==> src/spcm_pkg.sv <==
// Constants and carriers for the switch port configuration capability map
package spcm_pkg;

    // Configuration request and answer carriers
    typedef struct packed {
        logic        req;
        logic        wr;
        logic [11:0] addr;
        logic [3:0]  be;
        logic [31:0] wdata;
    } spcm_req_t;

    typedef struct packed {
        logic        ack;
        logic [31:0] rdata;
    } spcm_rsp_t;

    // Dword offsets of the map
    localparam logic [11:0] OFS_PHY3     = 12'h090;
    localparam logic [11:0] OFS_PHY_TX   = 12'h094;
    localparam logic [11:0] OFS_OP_BUF   = 12'h098;
    localparam logic [11:0] OFS_SSID_HDR = 12'h0B0;
    localparam logic [11:0] OFS_SSID     = 12'h0B4;
    localparam logic [11:0] OFS_GPIO     = 12'h0B8;
    localparam logic [11:0] OFS_ROM      = 12'h0BC;
    localparam logic [11:0] OFS_EXP_HDR  = 12'h0C0;
    localparam logic [11:0] OFS_DEV_CAP  = 12'h0C4;
    localparam logic [11:0] OFS_DEV_CTL  = 12'h0C8;
    localparam logic [11:0] OFS_LNK_CAP  = 12'h0CC;
    localparam logic [11:0] OFS_LNK_CTL  = 12'h0D0;
    localparam logic [11:0] OFS_SLT_CAP  = 12'h0D4;
    localparam logic [11:0] OFS_SLT_CTL  = 12'h0D8;
    localparam logic [11:0] OFS_DEV_CAP2 = 12'h0E4;
    localparam logic [11:0] OFS_DEV_CTL2 = 12'h0E8;
    localparam logic [11:0] OFS_LNK_CAP2 = 12'h0EC;
    localparam logic [11:0] OFS_LNK_CTL2 = 12'h0F0;
    localparam logic [11:0] OFS_SLT_CAP2 = 12'h0F4;
    localparam logic [11:0] OFS_AER_HDR  = 12'h100;
    localparam logic [11:0] OFS_UE_STS   = 12'h104;
    localparam logic [11:0] OFS_UE_MSK   = 12'h108;
    localparam logic [11:0] OFS_UE_SEV   = 12'h10C;
    localparam logic [11:0] OFS_CE_STS   = 12'h110;
    localparam logic [11:0] OFS_CE_MSK   = 12'h114;
    localparam logic [11:0] OFS_AER_CTL  = 12'h118;
    localparam logic [11:0] OFS_HLOG0    = 12'h11C;
    localparam logic [11:0] OFS_VC_HDR   = 12'h140;
    localparam logic [11:0] OFS_VC_CAP1  = 12'h144;
    localparam logic [11:0] OFS_VC_CAP2  = 12'h148;
    localparam logic [11:0] OFS_VC_CTL   = 12'h14C;
    localparam logic [11:0] OFS_VC0_CAP  = 12'h150;
    localparam logic [11:0] OFS_VC0_CTL  = 12'h154;
    localparam logic [11:0] OFS_VC0_STS  = 12'h158;
    localparam logic [11:0] OFS_VC1_CAP  = 12'h15C;
    localparam logic [11:0] OFS_VC1_CTL  = 12'h160;
    localparam logic [11:0] OFS_VC1_STS  = 12'h164;
    localparam logic [11:0] OFS_VC_ARB   = 12'h170;
    localparam logic [11:0] OFS_PA0      = 12'h180;
    localparam logic [11:0] OFS_PA1      = 12'h1C0;
    localparam logic [11:0] OFS_PB_HDR   = 12'h20C;
    localparam logic [11:0] OFS_PB_SEL   = 12'h210;
    localparam logic [11:0] OFS_PB_DATA  = 12'h214;
    localparam logic [11:0] OFS_PB_CAP   = 12'h218;
    localparam logic [11:0] OFS_ACS_HDR  = 12'h220;
    localparam logic [11:0] OFS_ACS_CTL  = 12'h224;
    localparam logic [11:0] OFS_EGRESS   = 12'h228;
    localparam logic [11:0] OFS_LTR_HDR  = 12'h230;
    localparam logic [11:0] OFS_LTR_VAL  = 12'h234;
    localparam logic [11:0] EXT_BASE     = 12'h100;

    // Capability identifiers, versions and pointers
    localparam logic [7:0]  CID_SSID     = 8'h0D;
    localparam logic [7:0]  CID_EXP      = 8'h10;
    localparam logic [7:0]  NXT_SSID     = 8'hC0;
    localparam logic [7:0]  NXT_EXP      = 8'h00;
    localparam logic [15:0] XID_AER      = 16'h0001;
    localparam logic [15:0] XID_VC       = 16'h0002;
    localparam logic [15:0] XID_PB       = 16'h0004;
    localparam logic [15:0] XID_ACS      = 16'h000D;
    localparam logic [15:0] XID_LTR      = 16'h0018;
    localparam logic [11:0] XNXT_AER     = 12'h140;
    localparam logic [11:0] XNXT_VC      = 12'h20C;
    localparam logic [11:0] XNXT_PB_ACS  = 12'h220;
    localparam logic [11:0] XNXT_PB_LTR  = 12'h230;
    localparam logic [11:0] XNXT_END     = 12'h000;
    localparam logic [3:0]  CAP_VER      = 4'h1;
    localparam logic [7:0]  VC_ARB_OFS   = 8'h03;
    localparam logic [7:0]  PA0_OFS      = 8'h04;
    localparam logic [7:0]  PA1_OFS      = 8'h06;
    localparam int          ARB_WORDS    = 36;
    localparam int          PA0_IDX      = 4;
    localparam int          PA1_IDX      = 20;

    // Read-only contents held outside this map; neutral defaults
    localparam logic [31:0] SSID_VAL     = 32'h0000_0000;
    localparam logic [31:0] RO_CAP_VAL   = 32'h0000_0000;
    localparam logic [31:0] PB_DATA_VAL  = 32'h0000_0000;

    // Writable bit masks and values after reset
    localparam logic [31:0] WM_FULL      = 32'hFFFF_FFFF;
    localparam logic [31:0] WM_LOW       = 32'h0000_FFFF;
    localparam logic [31:0] WM_HIGH      = 32'hFFFF_0000;
    localparam logic [31:0] WM_BYTE      = 32'h0000_00FF;
    localparam logic [31:0] RST_ZERO     = 32'h0000_0000;
    localparam logic [2:0]  RST_SYNC     = 3'h0;

    // Whole register state of the map
    typedef struct packed {
        spcm_rsp_t                   rsp;
        logic [31:0]                 phy3;
        logic [31:0]                 phy_tx;
        logic [31:0]                 op_buf;
        logic [31:0]                 gpio;
        logic [31:0]                 rom;
        logic [31:0]                 dev_ctl;
        logic [31:0]                 lnk_ctl;
        logic [31:0]                 slt_ctl;
        logic [31:0]                 dev_ctl2;
        logic [31:0]                 lnk_ctl2;
        logic [31:0]                 ue_sts;
        logic [31:0]                 ue_msk;
        logic [31:0]                 ue_sev;
        logic [31:0]                 ce_sts;
        logic [31:0]                 ce_msk;
        logic [31:0]                 aer_ctl;
        logic [31:0]                 vc_ctl;
        logic [31:0]                 vc0_ctl;
        logic [31:0]                 vc1_ctl;
        logic [31:0]                 pb_sel;
        logic [31:0]                 pb_cap;
        logic [31:0]                 acs_ctl;
        logic [31:0]                 egress;
        logic [31:0]                 ltr_val;
        logic [ARB_WORDS-1:0][31:0]  arb;
        logic [2:0]                  ltr_sync;
        logic                        ltr_sel;
        logic                        err_pend;
    } spcm_state_t;

endpackage

==> src/spcm_cfg_map.sv <==
// Configuration capability map of one switch port, answered over configuration requests
// Operation
// [RULE_01] The port offers an extended region with error reporting, virtual channel and power budget structures.
// [RULE_02] The first extended structure and its header start at byte 100h.
// [RULE_03] All further extended structures sit above 0FFh.
// [RULE_04] Dword 100h reads identifier 0001h with next pointer 140h.
// [RULE_05] Dword 140h reads identifier 0002h with next pointer 20Ch.
// [RULE_06] Dword 220h reads identifier 000Dh with next pointer 000h, ending the chain.
// [RULE_07] Dword 230h reads identifier 0018h with next pointer 000h, and 234h holds the latency values and scales.
// [RULE_08] The arbitration table offset field of dword 148h reads 3.
// [RULE_09] The port arbitration table offset field of dword 150h reads 4.
// [RULE_10] The port arbitration table offset field of dword 15Ch reads 6.
// [RULE_11] A 32-phase channel arbitration table lives at 170h to 17Ch.
// [RULE_12] A 128-phase port arbitration table for channel 0 lives at 180h to 1BCh.
// [RULE_13] A 128-phase port arbitration table for channel 1 lives at 1C0h to 1FCh.
// [RULE_14] Dword 20Ch reads identifier 0004h and points to 220h or 230h by port strap.
// [RULE_15] Dword B0h reads identifier 0Dh pointing to C0h, and C0h reads identifier 10h pointing to 00h.
// [RULE_16] Reserved offsets read zero and ignore writes.
`timescale 1ns/1ns
module spcm_cfg_map (
    input  wire logic              clk,
    input  wire logic              rst,
    input  spcm_pkg::spcm_req_t    cfg_req,
    input  wire logic [31:0]       ue_event,
    input  wire logic [31:0]       ce_event,
    input  wire logic [127:0]      hdr_log,
    input  wire logic              ltr_route_pin,
    output spcm_pkg::spcm_rsp_t    cfg_rsp,
    output logic                   err_pending,
    output logic                   ltr_route
);
    import spcm_pkg::*;

    spcm_state_t               st_ff;
    spcm_state_t               nxt_st;
    logic [ARB_WORDS-1:0]      arb_hit;
    logic [31:0]               wmask;
    logic [31:0]               rd_val;
    logic                      wr_go;
    logic [11:0]               dw;

    // Byte enables widened to a bit mask
    assign wmask = {{8{cfg_req.be[3]}}, {8{cfg_req.be[2]}}, {8{cfg_req.be[1]}}, {8{cfg_req.be[0]}}};
    assign wr_go = cfg_req.req && cfg_req.wr;
    assign dw    = {cfg_req.addr[11:2], 2'b00};

    // Merge of written bytes into the writable bits only
    function automatic logic [31:0] wr_merge(input logic [31:0] old, input logic [31:0] wd,
                                            input logic [31:0] bm, input logic [31:0] rw);
        wr_merge = (old & ~(bm & rw)) | (wd & bm & rw);
    endfunction

    // Extended header: id, version, next pointer
    function automatic logic [31:0] ext_hdr(input logic [15:0] id, input logic [11:0] nxt);
        ext_hdr = {nxt, CAP_VER, id};
    endfunction

    // Per-entry decode of the three arbitration tables
    genvar gi;
    generate
        for (gi = 0; gi < ARB_WORDS; gi++)
        begin : g_arb
            if (gi < PA0_IDX)
            begin : g_vc
                assign arb_hit[gi] = (dw == OFS_VC_ARB + 12'(4 * gi)); // see [RULE_11]
            end
            else if (gi < PA1_IDX)
            begin : g_p0
                assign arb_hit[gi] = (dw == OFS_PA0 + 12'(4 * (gi - PA0_IDX))); // see [RULE_12]
            end
            else
            begin : g_p1
                assign arb_hit[gi] = (dw == OFS_PA1 + 12'(4 * (gi - PA1_IDX))); // see [RULE_13]
            end
        end
    endgenerate

    // Read multiplexer; offsets neither listed nor inside an arbitration table fall through to zero
    always_comb
    begin
        rd_val = RST_ZERO; // see [RULE_16]
        unique case (dw)
            OFS_PHY3:     rd_val = st_ff.phy3;
            OFS_PHY_TX:   rd_val = st_ff.phy_tx;
            OFS_OP_BUF:   rd_val = st_ff.op_buf;
            OFS_SSID_HDR: rd_val = {16'h0000, NXT_SSID, CID_SSID}; // see [RULE_15]
            OFS_SSID:     rd_val = SSID_VAL;
            OFS_GPIO:     rd_val = st_ff.gpio;
            OFS_ROM:      rd_val = st_ff.rom;
            OFS_EXP_HDR:  rd_val = {16'h0000, NXT_EXP, CID_EXP}; // see [RULE_15]
            OFS_DEV_CAP:  rd_val = RO_CAP_VAL;
            OFS_DEV_CTL:  rd_val = st_ff.dev_ctl;
            OFS_LNK_CAP:  rd_val = RO_CAP_VAL;
            OFS_LNK_CTL:  rd_val = st_ff.lnk_ctl;
            OFS_SLT_CAP:  rd_val = RO_CAP_VAL;
            OFS_SLT_CTL:  rd_val = st_ff.slt_ctl;
            OFS_DEV_CAP2: rd_val = RO_CAP_VAL;
            OFS_DEV_CTL2: rd_val = st_ff.dev_ctl2;
            OFS_LNK_CAP2: rd_val = RO_CAP_VAL;
            OFS_LNK_CTL2: rd_val = st_ff.lnk_ctl2;
            OFS_SLT_CAP2: rd_val = RO_CAP_VAL;
            OFS_AER_HDR:  rd_val = ext_hdr(XID_AER, XNXT_AER); // see [RULE_01] see [RULE_02] see [RULE_04]
            OFS_UE_STS:   rd_val = st_ff.ue_sts;
            OFS_UE_MSK:   rd_val = st_ff.ue_msk;
            OFS_UE_SEV:   rd_val = st_ff.ue_sev;
            OFS_CE_STS:   rd_val = st_ff.ce_sts;
            OFS_CE_MSK:   rd_val = st_ff.ce_msk;
            OFS_AER_CTL:  rd_val = st_ff.aer_ctl;
            OFS_HLOG0:          rd_val = hdr_log[31:0];
            OFS_HLOG0 + 12'h4:  rd_val = hdr_log[63:32];
            OFS_HLOG0 + 12'h8:  rd_val = hdr_log[95:64];
            OFS_HLOG0 + 12'hC:  rd_val = hdr_log[127:96];
            OFS_VC_HDR:   rd_val = ext_hdr(XID_VC, XNXT_VC); // see [RULE_03] see [RULE_05]
            OFS_VC_CAP1:  rd_val = RO_CAP_VAL;
            OFS_VC_CAP2:  rd_val = {VC_ARB_OFS, 24'h000000}; // see [RULE_08]
            OFS_VC_CTL:   rd_val = st_ff.vc_ctl;
            OFS_VC0_CAP:  rd_val = {PA0_OFS, 24'h000000}; // see [RULE_09]
            OFS_VC0_CTL:  rd_val = st_ff.vc0_ctl;
            OFS_VC0_STS:  rd_val = RO_CAP_VAL;
            OFS_VC1_CAP:  rd_val = {PA1_OFS, 24'h000000}; // see [RULE_10]
            OFS_VC1_CTL:  rd_val = st_ff.vc1_ctl;
            OFS_VC1_STS:  rd_val = RO_CAP_VAL;
            OFS_PB_HDR:   rd_val = ext_hdr(XID_PB, st_ff.ltr_sel ? XNXT_PB_LTR : XNXT_PB_ACS); // see [RULE_14]
            OFS_PB_SEL:   rd_val = st_ff.pb_sel;
            OFS_PB_DATA:  rd_val = PB_DATA_VAL;
            OFS_PB_CAP:   rd_val = st_ff.pb_cap;
            OFS_ACS_HDR:  rd_val = ext_hdr(XID_ACS, XNXT_END); // see [RULE_06]
            OFS_ACS_CTL:  rd_val = st_ff.acs_ctl;
            OFS_EGRESS:   rd_val = st_ff.egress;
            OFS_LTR_HDR:  rd_val = ext_hdr(XID_LTR, XNXT_END); // see [RULE_07]
            OFS_LTR_VAL:  rd_val = st_ff.ltr_val; // see [RULE_07]
            default:
            begin
                for (int i = 0; i < ARB_WORDS; i++)
                begin
                    if (arb_hit[i])
                    begin
                        rd_val = st_ff.arb[i];
                    end
                end
            end
        endcase
    end

    // Next state: writes, sticky error bits, strap filter, answer
    always_comb
    begin
        nxt_st = st_ff;
        nxt_st.rsp.ack   = cfg_req.req;
        nxt_st.rsp.rdata = (cfg_req.req && !cfg_req.wr) ? rd_val : RST_ZERO;
        if (wr_go)
        begin
            unique case (dw)
                OFS_PHY3:     nxt_st.phy3     = wr_merge(st_ff.phy3, cfg_req.wdata, wmask, WM_FULL);
                OFS_PHY_TX:   nxt_st.phy_tx   = wr_merge(st_ff.phy_tx, cfg_req.wdata, wmask, WM_FULL);
                OFS_OP_BUF:   nxt_st.op_buf   = wr_merge(st_ff.op_buf, cfg_req.wdata, wmask, WM_FULL);
                OFS_GPIO:     nxt_st.gpio     = wr_merge(st_ff.gpio, cfg_req.wdata, wmask, WM_FULL);
                OFS_ROM:      nxt_st.rom      = wr_merge(st_ff.rom, cfg_req.wdata, wmask, WM_FULL);
                OFS_DEV_CTL:  nxt_st.dev_ctl  = wr_merge(st_ff.dev_ctl, cfg_req.wdata, wmask, WM_LOW);
                OFS_LNK_CTL:  nxt_st.lnk_ctl  = wr_merge(st_ff.lnk_ctl, cfg_req.wdata, wmask, WM_LOW);
                OFS_SLT_CTL:  nxt_st.slt_ctl  = wr_merge(st_ff.slt_ctl, cfg_req.wdata, wmask, WM_LOW);
                OFS_DEV_CTL2: nxt_st.dev_ctl2 = wr_merge(st_ff.dev_ctl2, cfg_req.wdata, wmask, WM_LOW);
                OFS_LNK_CTL2: nxt_st.lnk_ctl2 = wr_merge(st_ff.lnk_ctl2, cfg_req.wdata, wmask, WM_LOW);
                OFS_UE_STS:   nxt_st.ue_sts   = st_ff.ue_sts & ~(cfg_req.wdata & wmask);
                OFS_UE_MSK:   nxt_st.ue_msk   = wr_merge(st_ff.ue_msk, cfg_req.wdata, wmask, WM_FULL);
                OFS_UE_SEV:   nxt_st.ue_sev   = wr_merge(st_ff.ue_sev, cfg_req.wdata, wmask, WM_FULL);
                OFS_CE_STS:   nxt_st.ce_sts   = st_ff.ce_sts & ~(cfg_req.wdata & wmask);
                OFS_CE_MSK:   nxt_st.ce_msk   = wr_merge(st_ff.ce_msk, cfg_req.wdata, wmask, WM_FULL);
                OFS_AER_CTL:  nxt_st.aer_ctl  = wr_merge(st_ff.aer_ctl, cfg_req.wdata, wmask, WM_FULL);
                OFS_VC_CTL:   nxt_st.vc_ctl   = wr_merge(st_ff.vc_ctl, cfg_req.wdata, wmask, WM_LOW);
                OFS_VC0_CTL:  nxt_st.vc0_ctl  = wr_merge(st_ff.vc0_ctl, cfg_req.wdata, wmask, WM_FULL);
                OFS_VC1_CTL:  nxt_st.vc1_ctl  = wr_merge(st_ff.vc1_ctl, cfg_req.wdata, wmask, WM_FULL);
                OFS_PB_SEL:   nxt_st.pb_sel   = wr_merge(st_ff.pb_sel, cfg_req.wdata, wmask, WM_BYTE);
                OFS_PB_CAP:   nxt_st.pb_cap   = wr_merge(st_ff.pb_cap, cfg_req.wdata, wmask, WM_BYTE);
                OFS_ACS_CTL:  nxt_st.acs_ctl  = wr_merge(st_ff.acs_ctl, cfg_req.wdata, wmask, WM_HIGH);
                OFS_EGRESS:   nxt_st.egress   = wr_merge(st_ff.egress, cfg_req.wdata, wmask, WM_BYTE);
                OFS_LTR_VAL:  nxt_st.ltr_val  = wr_merge(st_ff.ltr_val, cfg_req.wdata, wmask, WM_FULL);
                default:
                begin
                    // Arbitration tables; anything else, read-only or reserved, is dropped
                    for (int i = 0; i < ARB_WORDS; i++)
                    begin
                        if (arb_hit[i])
                        begin
                            nxt_st.arb[i] = wr_merge(st_ff.arb[i], cfg_req.wdata, wmask, WM_FULL); // see [RULE_11]
                        end
                    end
                end
            endcase
        end
        // Hardware set applied after the clear, so a same-cycle event survives
        nxt_st.ue_sts   = nxt_st.ue_sts | ue_event;
        nxt_st.ce_sts   = nxt_st.ce_sts | ce_event;
        nxt_st.err_pend = |((st_ff.ue_sts & ~st_ff.ue_msk) | (st_ff.ce_sts & ~st_ff.ce_msk));
        // Strap filter: change accepted when second and third stage agree
        nxt_st.ltr_sync = {st_ff.ltr_sync[1:0], ltr_route_pin};
        if (st_ff.ltr_sync[1] == st_ff.ltr_sync[2])
        begin
            nxt_st.ltr_sel = st_ff.ltr_sync[2]; // see [RULE_14]
        end
    end

    // State register, all cleared by synchronous reset
    always_ff @(posedge clk)
    begin
        if (rst)
        begin
            st_ff <= '0;
        end
        else
        begin
            st_ff <= nxt_st;
        end
    end

    assign cfg_rsp     = st_ff.rsp;
    assign err_pending = st_ff.err_pend;
    assign ltr_route   = st_ff.ltr_sel;

    // Checks of the capability chain and storage
    function automatic logic rd_at(input spcm_req_t r, input logic [11:0] a);
        rd_at = r.req && !r.wr && (r.addr[11:2] == a[11:2]);
    endfunction

    chk_aer_header: assert property (@(posedge clk) disable iff (rst) // see [RULE_04]
        rd_at(cfg_req, OFS_AER_HDR) |=> cfg_rsp.ack && cfg_rsp.rdata == {XNXT_AER, CAP_VER, XID_AER})
        else $error("error reporting header wrong");
    chk_vc_header: assert property (@(posedge clk) disable iff (rst) // see [RULE_05]
        rd_at(cfg_req, OFS_VC_HDR) |=> cfg_rsp.rdata[31:20] == XNXT_VC && cfg_rsp.rdata[15:0] == XID_VC)
        else $error("channel header wrong");
    chk_acs_header: assert property (@(posedge clk) disable iff (rst) // see [RULE_06]
        rd_at(cfg_req, OFS_ACS_HDR) |=> cfg_rsp.rdata[31:20] == XNXT_END && cfg_rsp.rdata[15:0] == XID_ACS)
        else $error("access control header wrong");
    chk_ltr_header: assert property (@(posedge clk) disable iff (rst) // see [RULE_07]
        rd_at(cfg_req, OFS_LTR_HDR) |=> cfg_rsp.rdata[31:20] == XNXT_END && cfg_rsp.rdata[15:0] == XID_LTR)
        else $error("latency header wrong");
    chk_arb_offsets: assert property (@(posedge clk) disable iff (rst) // see [RULE_08] see [RULE_09] see [RULE_10]
        (rd_at(cfg_req, OFS_VC_CAP2) |=> cfg_rsp.rdata[31:24] == VC_ARB_OFS) and
        (rd_at(cfg_req, OFS_VC0_CAP) |=> cfg_rsp.rdata[31:24] == PA0_OFS) and
        (rd_at(cfg_req, OFS_VC1_CAP) |=> cfg_rsp.rdata[31:24] == PA1_OFS))
        else $error("table offset field wrong");
    chk_pb_pointer: assert property (@(posedge clk) disable iff (rst) // see [RULE_14]
        rd_at(cfg_req, OFS_PB_HDR) |=> cfg_rsp.rdata[15:0] == XID_PB &&
        cfg_rsp.rdata[31:20] == ($past(ltr_route) ? XNXT_PB_LTR : XNXT_PB_ACS))
        else $error("power budget header wrong");
    chk_legacy_caps: assert property (@(posedge clk) disable iff (rst) // see [RULE_15]
        (rd_at(cfg_req, OFS_SSID_HDR) |=> cfg_rsp.rdata == {16'h0000, NXT_SSID, CID_SSID}) and
        (rd_at(cfg_req, OFS_EXP_HDR) |=> cfg_rsp.rdata == {16'h0000, NXT_EXP, CID_EXP}))
        else $error("legacy capability header wrong");
    chk_reserved_zero: assert property (@(posedge clk) disable iff (rst) // see [RULE_16]
        (rd_at(cfg_req, 12'h09C) || rd_at(cfg_req, 12'h200) || rd_at(cfg_req, 12'h12C)) |=> cfg_rsp.rdata == 32'h0)
        else $error("reserved offset not zero");
    chk_arb_readback: assert property (@(posedge clk) disable iff (rst) // see [RULE_11] see [RULE_12] see [RULE_13]
        (wr_go && cfg_req.be == 4'hF && cfg_req.addr >= OFS_VC_ARB && cfg_req.addr < 12'h200)
        ##1 (cfg_req.req && !cfg_req.wr && cfg_req.addr[11:2] == $past(cfg_req.addr[11:2]))
        |=> cfg_rsp.rdata == $past(cfg_req.wdata, 2))
        else $error("arbitration table lost data");
    chk_event_wins: assert property (@(posedge clk) disable iff (rst) // see [RULE_01]
        ue_event != 32'h0 |=> (st_ff.ue_sts & $past(ue_event)) == $past(ue_event))
        else $error("error event lost against clear");
    chk_ext_region: assert property (@(posedge clk) disable iff (rst) // see [RULE_01] see [RULE_02] see [RULE_03]
        rd_at(cfg_req, EXT_BASE) |=> cfg_rsp.rdata[31:20] > 12'h0FF)
        else $error("extended chain leaves region");
    chk_ack_follows: assert property (@(posedge clk) disable iff (rst) // see [RULE_01]
        cfg_rsp.ack == $past(cfg_req.req))
        else $error("answer does not follow request");
    chk_write_quiet: assert property (@(posedge clk) disable iff (rst) // see [RULE_16]
        cfg_req.req && cfg_req.wr |=> cfg_rsp.ack && cfg_rsp.rdata == 32'h0)
        else $error("write answer carries data");
    chk_header_log: assert property (@(posedge clk) disable iff (rst) // see [RULE_01]
        rd_at(cfg_req, OFS_HLOG0) |=> cfg_rsp.rdata == $past(hdr_log[31:0]))
        else $error("header log dword wrong");
    // A strap change must have been seen by both late stages first
    chk_strap_filter: assert property (@(posedge clk) disable iff (rst) // see [RULE_14]
        $changed(ltr_route) |-> ltr_route == $past(ltr_route_pin, 3) && ltr_route == $past(ltr_route_pin, 4))
        else $error("strap change not filtered");
    chk_strap_settles: assert property (@(posedge clk) disable iff (rst) // see [RULE_14]
        (ltr_route_pin [*5] |-> ltr_route) and (!ltr_route_pin [*5] |-> !ltr_route))
        else $error("strap filter did not settle");

    cov_write_arb: cover property (@(posedge clk) disable iff (rst) wr_go && |arb_hit);
    cov_clear_race: cover property (@(posedge clk) disable iff (rst)
        wr_go && dw == OFS_UE_STS && ue_event != 32'h0);
    cov_pb_to_ltr: cover property (@(posedge clk) disable iff (rst) rd_at(cfg_req, OFS_PB_HDR) && ltr_route);
    cov_back_to_back: cover property (@(posedge clk) disable iff (rst) cfg_req.req [*3]);
    cov_err_raised: cover property (@(posedge clk) disable iff (rst) $rose(err_pending));

endmodule

==> config.mk <==
export PLATFORM = sky130hd
export DESIGN_NAME = spcm_cfg_map
export DESIGN_NICKNAME = d
export VERILOG_FILES = /design/src/spcm_pkg.sv /design/src/spcm_cfg_map.sv
export SDC_FILE = /design/constraint.sdc
export NUM_CORES = 2
export LEC_CHECK = 0
export ABC_AREA = 1
export BUFFER_PORTS_ARGS = -buffer_cell sky130_fd_sc_hd__buf_2
export CAP_MARGIN = 0
export CORE_MARGIN = 3
export CORE_UTILIZATION = 30
export DETAILED_ROUTE_END_ITERATION = 16
export SETUP_SLACK_MARGIN = 0.15
export SYNTH_ARGS = -nofsm -noshare
export SYNTH_HDL_FRONTEND = slang
export SYNTH_SLANG_ARGS = --single-unit
==> constraint.sdc <==
create_clock -name clk -period 5.2 [get_ports clk]
set_input_delay 0.26 -clock clk [delete_from_list [all_inputs] [get_ports clk]]
set_output_delay 0.26 -clock clk [all_outputs]
set_load 0.02 [all_outputs]
-- After elaboration in Yosys (flattened, before gate mapping)
Index checks and enable logic that the tools add are counted.
- register bits after elaboration: 1958
- output and inout port bits: 35
- word-level logic and storage cells: 439
- equal/unequal tests: 86
- mux-type cells: 90
- bitwise gates (word level): 133
- reduce and logical (&&, ||, !) cells: 65
- operators with widths (cell ; number):
    $mux 32 ; 86
    $and 32x32->32 ; 63
    $or 32x32->32 ; 52
    $mux 1600 ; 1
    $pmux 32 s39 ; 1
    $mux 1152 ; 1
    $eq 10x7->1 const B ; 57
    $or 32x16->32 ; 6
    $eq 10x6->1 const B ; 19
    $not 32->32 ; 5
    $reduce_and 3->1 ; 36
    $or 32x8->32 ; 3
    $eq 10x8->1 const B ; 9
    $reduce_and 2->1 ; 22
    $not 16->32 ; 1
    $not 8->32 ; 1
    $reduce_or 32->1 ; 1
    $reduce_or 24->1 ; 1
    $reduce_or 11->1 ; 1
    $mux 5 ; 1
    $logic_and 1x1->1 ; 2
    $not 1->1 ; 2
    $reduce_or 2->1 ; 1
    $eq 1x1->1 ; 1
    $logic_not 1->1 ; 1

-- Longest topological paths before layout
- depth after elaboration: 38
- depth in mapped cells: 27

-- Least setup slack after synthesis
Ideal clock, no wire load.
- path type: input to register
- start point: in cfg_req[41] (netlist name)
- end point: reg (tool-made name)
- setup time: 133 ps
- arrival time: 2541 ps
- data required time: 5067 ps
- path slack: 2526 ps
- cell stages on the path: 18
- buffers on the path: 2
- path through: nor2_1 -> inv_1 -> nor2_1 -> inv_1 -> nor2_1 -> inv_1 -> nor2_1 -> nor4_1 -> nand4_1 -> nor4_4 -> inv_2 -> buf_2 -> nor3_2 -> inv_2 -> nor2_2 -> buf_2 -> o21ai_0 -> a21oi_1
- RTL lines (what ; line ; text):
    start, declared ; spcm_cfg_map.sv:23 ; input spcm_pkg::spcm_req_t cfg_req,

-- Worst setup path in the final report
- start point: in cfg_req[47] (netlist name)
- end point: reg st_ff, in the netlist cfg_rsp[2]
- word-level cells in the longest chain between the ends: 38
- RTL lines (what ; line ; text):
    $eq 10x7->1 ; spcm_cfg_map.sv:65 ; assign arb_hit[gi] = (dw == OFS_VC_ARB + 12'(4 * gi));
    $mux 32 (36 in series) ; spcm_cfg_map.sv:136 ; if (arb_hit[i])
    $pmux 32 s39 * ; spcm_cfg_map.sv:82 ; unique case (dw)
    end signal, assigned ; spcm_cfg_map.sv:212 ; st_ff <= nxt_st;
    end, declared ; spcm_cfg_map.sv:34 ; spcm_state_t st_ff;
Mark *: on every way between the ends. The rest lies on a longest branch, timed or not.
A chain may end at the register's enable or synchronous reset.

==> reports/summary.md <==
The flow ran to the end, but the final reports show violations. The checks that failed: capacitance limit, slew limit. Headroom to the max-slew limit came out at -0.286%. After detailed routing, the average wire length per cell comes to 21.3 µm.

For this run, the number of Yosys warnings is 0. The signal on the critical path passes through buf_2, nor2_4, buf_12, nand2_1, nor2_1, inv_1, nor2_4, buf_4, a2111oi_0, nand4_1, a2111oi_0, nand4_1, a2111o_1, inv_1, a21oi_1. The setup slack of the most critical reg-to-reg path came out at 1760 ps.

Number of design rule violations left after detail routing: 0. The congestion estimate from routability-driven global placement came to 0.950. The number of buffers created by CTS was 188; the count of buffer and inverter cells on the critical path was 5. The worst register-to-register path ends at cfg_rsp[2]. Relative to the synthesized area, the layout overhead comes to 15.5%. The final count of hold timing violations is 0, and the slew at the pin closest to its max-slew limit is 1470 ps.

The final-stage net count was 10531; the remaining global-route overflow was 0. For the number of global-route vias before repair, the log shows 65063. The simple-gate portion of the synthesized area is 24.3%, and the setup total negative slack is 0 ps.

Each instance of the synthesized netlist takes up on average 7.36 µm². The kind of cell with the highest combined delay along the critical path is compound AO/OA/AOI/OAI gates. The largest individual stage delay along the critical path comes from the cell sky130_fd_sc_hd__a2111oi_0.

The tools report the critical path launch point type as a primary input. The core footprint is 250000 µm², and the synthesized-area fraction occupied by xor and xnor cells is 0%. The overall die width came out at 508 µm. The class of the tightest hold or removal check was primary input to flop.

The setup skew after layout came out at 24.9 ps. After floorplanning, the core was divided into 183 placement rows. For the number of max-capacitance violations reported, the log shows 1.

The number of antenna violations at the first check in global routing is 28. The H-tree depth came out at 4. In this run the vertical extent of the chip is 508 µm. Power spread over the standard cell area amounts to 324 nW/µm². Before antenna repair, the detailed router went through 7 iterations. After routing the design area is 87400 µm². The detailed-routed wire length on met2 was 130000 µm; the number of flip-flops and latches in the synthesized netlist was 1774.

The tools report the clock tree root buffer cell as sky130_fd_sc_hd__clkbuf_16. The logs give 71703 for the count of vias placed by the detailed router and 258000 µm² for the die footprint. Number of port buffers: 277. The static leakage was 0.0295 µW; the sequential area share after synthesis was 47.0%.

Setup violations remaining at the end of the flow were counted as 0. Clock latency on the worst-skew pair, taken at its later pin, is 840 ps. For the global routing usage summed across all routing layers, the log shows 21.9%. The maximum cell stage delay along the critical path was 1170 ps. The most common library cell in the layout ignoring fill and taps is sky130_fd_sc_hd__nand2_1.

The post-route antenna net violation count came out at 0. After detailed routing, no signal wire sits above met5. The tools report the number of pins exceeding their max-slew limit in the final report as 1.

The detailed-placement wirelength estimate is 203000 µm. The tools report the detailed route wirelength on metal3 as 24800 µm. TritonCTS built the clock tree. Counting cells, the worst reg-to-reg path comes to 7.

The routed wire length is 294000 µm, and the buffer depth of the longest clock path is 3. The via density per instance was 5.20. The critical path is of the primary input to flop type.

The clock transition time at the flip-flop clock pins of the worst setup and hold paths is 60 ps. After detailed placement, the total cell area comes to 80200 µm². The hold-critical path depth was 4. Setup repair after global routing left no endpoint under its margin. Cells with a size suffix above 1 make up 10.2% of the layout. The top achievable clock speed is 0.241 GHz. By area, the combinational part of the netlist is dominated by simple AND/OR/NAND/NOR gates. The initial core utilization was 30.3%. The share of synthesized area spent on multiplexers works out to 0%. The startpoint of the lowest-slack hold path is cfg_req[26]. The post-route core utilization is 35.0%.

The tools report the type of element capturing the critical path as a flop. Across all hold checks on the routed design, the worst slack comes to 72.3 ps. The critical path data arrival time is 4870 ps, and the summed instance area of the synthesized netlist is 75600 µm². In this run the worst path has a maximum fanout of 86. STA puts the critical path data required time at 5920 ps.

The netlist uses 43 different library cells. Summing the areas of all fa, ha and maj instances in the mapped netlist gives 0% of the synthesized area. For this design the top-level I/O count stands at 280.

The first routing iteration left 8033 violations. In the final routing, the length of wire on met1 measures 127000 µm. The maximum vdd ir drop was 0.000275 V; the complex-gate fraction of the synthesized area was 20.8%. The first global-routing pass estimated 433000 µm of wire. The CTS sink count came out at 1774. For the finished layout, the period the worst path requires is 4160 ps.

In the layout the commonest cells are 2131 x sky130_fd_sc_hd__nand2_1, 1774 x sky130_fd_sc_hd__dfxtp_1, 1396 x sky130_fd_sc_hd__nor2_1. The number of nets in the synthesized netlist is 10521. The share of the clock period used by the worst path after layout is 79.9%, and the maximum number of pins on one net before global-route repair is 196. The run gives 10276 as the gate count of the mapped netlist.
-- cell type report --
class | instances | area (µm²)
Inverter | 724 | 2730
Clock buffer | 280 | 5510
Multi-Input combinational cell | 6993 | 34500
Tap cell | 3330 | 4170
Timing Repair Buffer | 605 | 4280
Sequential cell | 1774 | 35500
Clock inverter | 62 | 603
Fill cell | 26495 | 162000
Antenna cell | 18 | 45.0
-- how the worst max path moves through the flow --
stage | start | endpoint | slack, ps | cells after the start
after floorplan | cfg_req[41] | flop | 2530 | 18
after detailed placement | cfg_req[46] | flop | 570 | 13
after global routing | cfg_req[41] | flop | 830 | 13
after global placement | cfg_req[47] | cfg_rsp[2] | 620 | 15
after CTS | cfg_req[46] | flop | 1190 | 13
final | cfg_req[47] | cfg_rsp[2] | 1040 | 15
-- cells in the mapped netlist, drive strengths merged --
cell	number	area, µm²
nor3b	1	7.51
nor4b	1	8.76
clkbuf	585	2200
nand4	394	2460
or4	1	7.51
a22o	33	289
or3	1	6.26
nor4	27	184
buf	200	1040
o2111ai	16	140
clkinv	37	139
a211oi	725	5440
a41oi	1	8.76
a22oi	46	345
and2	4	25.0
or3b	2	17.5
nand3	170	913
o21ai	600	3000
a21oi	1077	5390
a31oi	1	6.26
or2	26	163
o22ai	32	200
o221ai	2	17.5
a221o	2	20.0
a2111oi	23	201
nor2	1550	6370
a221oi	73	639
o211ai	5	37.5
inv	687	2580
nor3	42	215
a2111o	1	11.3
dfxtp	1774	35500
nand2	2137	8030
-- where the power goes --
part | leakage, µW | switching (µW) | internal [µW] | total, µW
logic | 0.0122 | 919 | 236 | 1150
registers | 0.0143 | 31.0 | 13600 | 13700
clock network | 0.00302 | 5830 | 7650 | 13500
total | 0.0295 | 6780 | 21500 | 28300
-- cells by family (layout without fill, tap and decap cells) --
| family | Yosys count | count (layout) |
|---|---|---|
| buffers and inverters | 1509 | 1671 |
| and+or+nand+nor | 4356 | 4356 |
| AOI/OAI and AO/OA | 2637 | 2637 |
| other | 0 | 18 |
| DFF | 1774 | 1774 |
-- worst register-to-register path, stage by stage, from the launching register on --
cell                        delay (ps)
sky130_fd_sc_hd__dfxtp_1           310
sky130_fd_sc_hd__a2111oi_0         560
sky130_fd_sc_hd__nand4_1           170
sky130_fd_sc_hd__a2111oi_0        1170
sky130_fd_sc_hd__nand4_1           490
sky130_fd_sc_hd__a2111o_1          490
sky130_fd_sc_hd__inv_1              80
sky130_fd_sc_hd__a21oi_1            60
-- per-layer routing --
layer / vias up / global-route usage, %
li1: 34694 / -
met1: 33462 / 29.6
met2: 3000 / 34.1
met3: 545 / 3.79
met4: 2 / 9.49
met5: - / 0
-- repair_timing --
item	in CTS	in global routing
setup buffers	0	0
hold buffers	105	0
endpoints found under the hold margin	343	0
resized for setup	0	0
-- per-stage QoR --
step / power, µW / std cells / worst slack (ps)
floorplan: 14500 / 10276 / 2530
global placement: 15000 / 13321 / 616
detailed placement: 15000 / 13321 / 565
CTS: 28400 / 13768 / 1190
global route: 29000 / 13779 / 832
finish: 28300 / 13786 / 1040
Note: power is estimated with default switching activity, not from simulation.
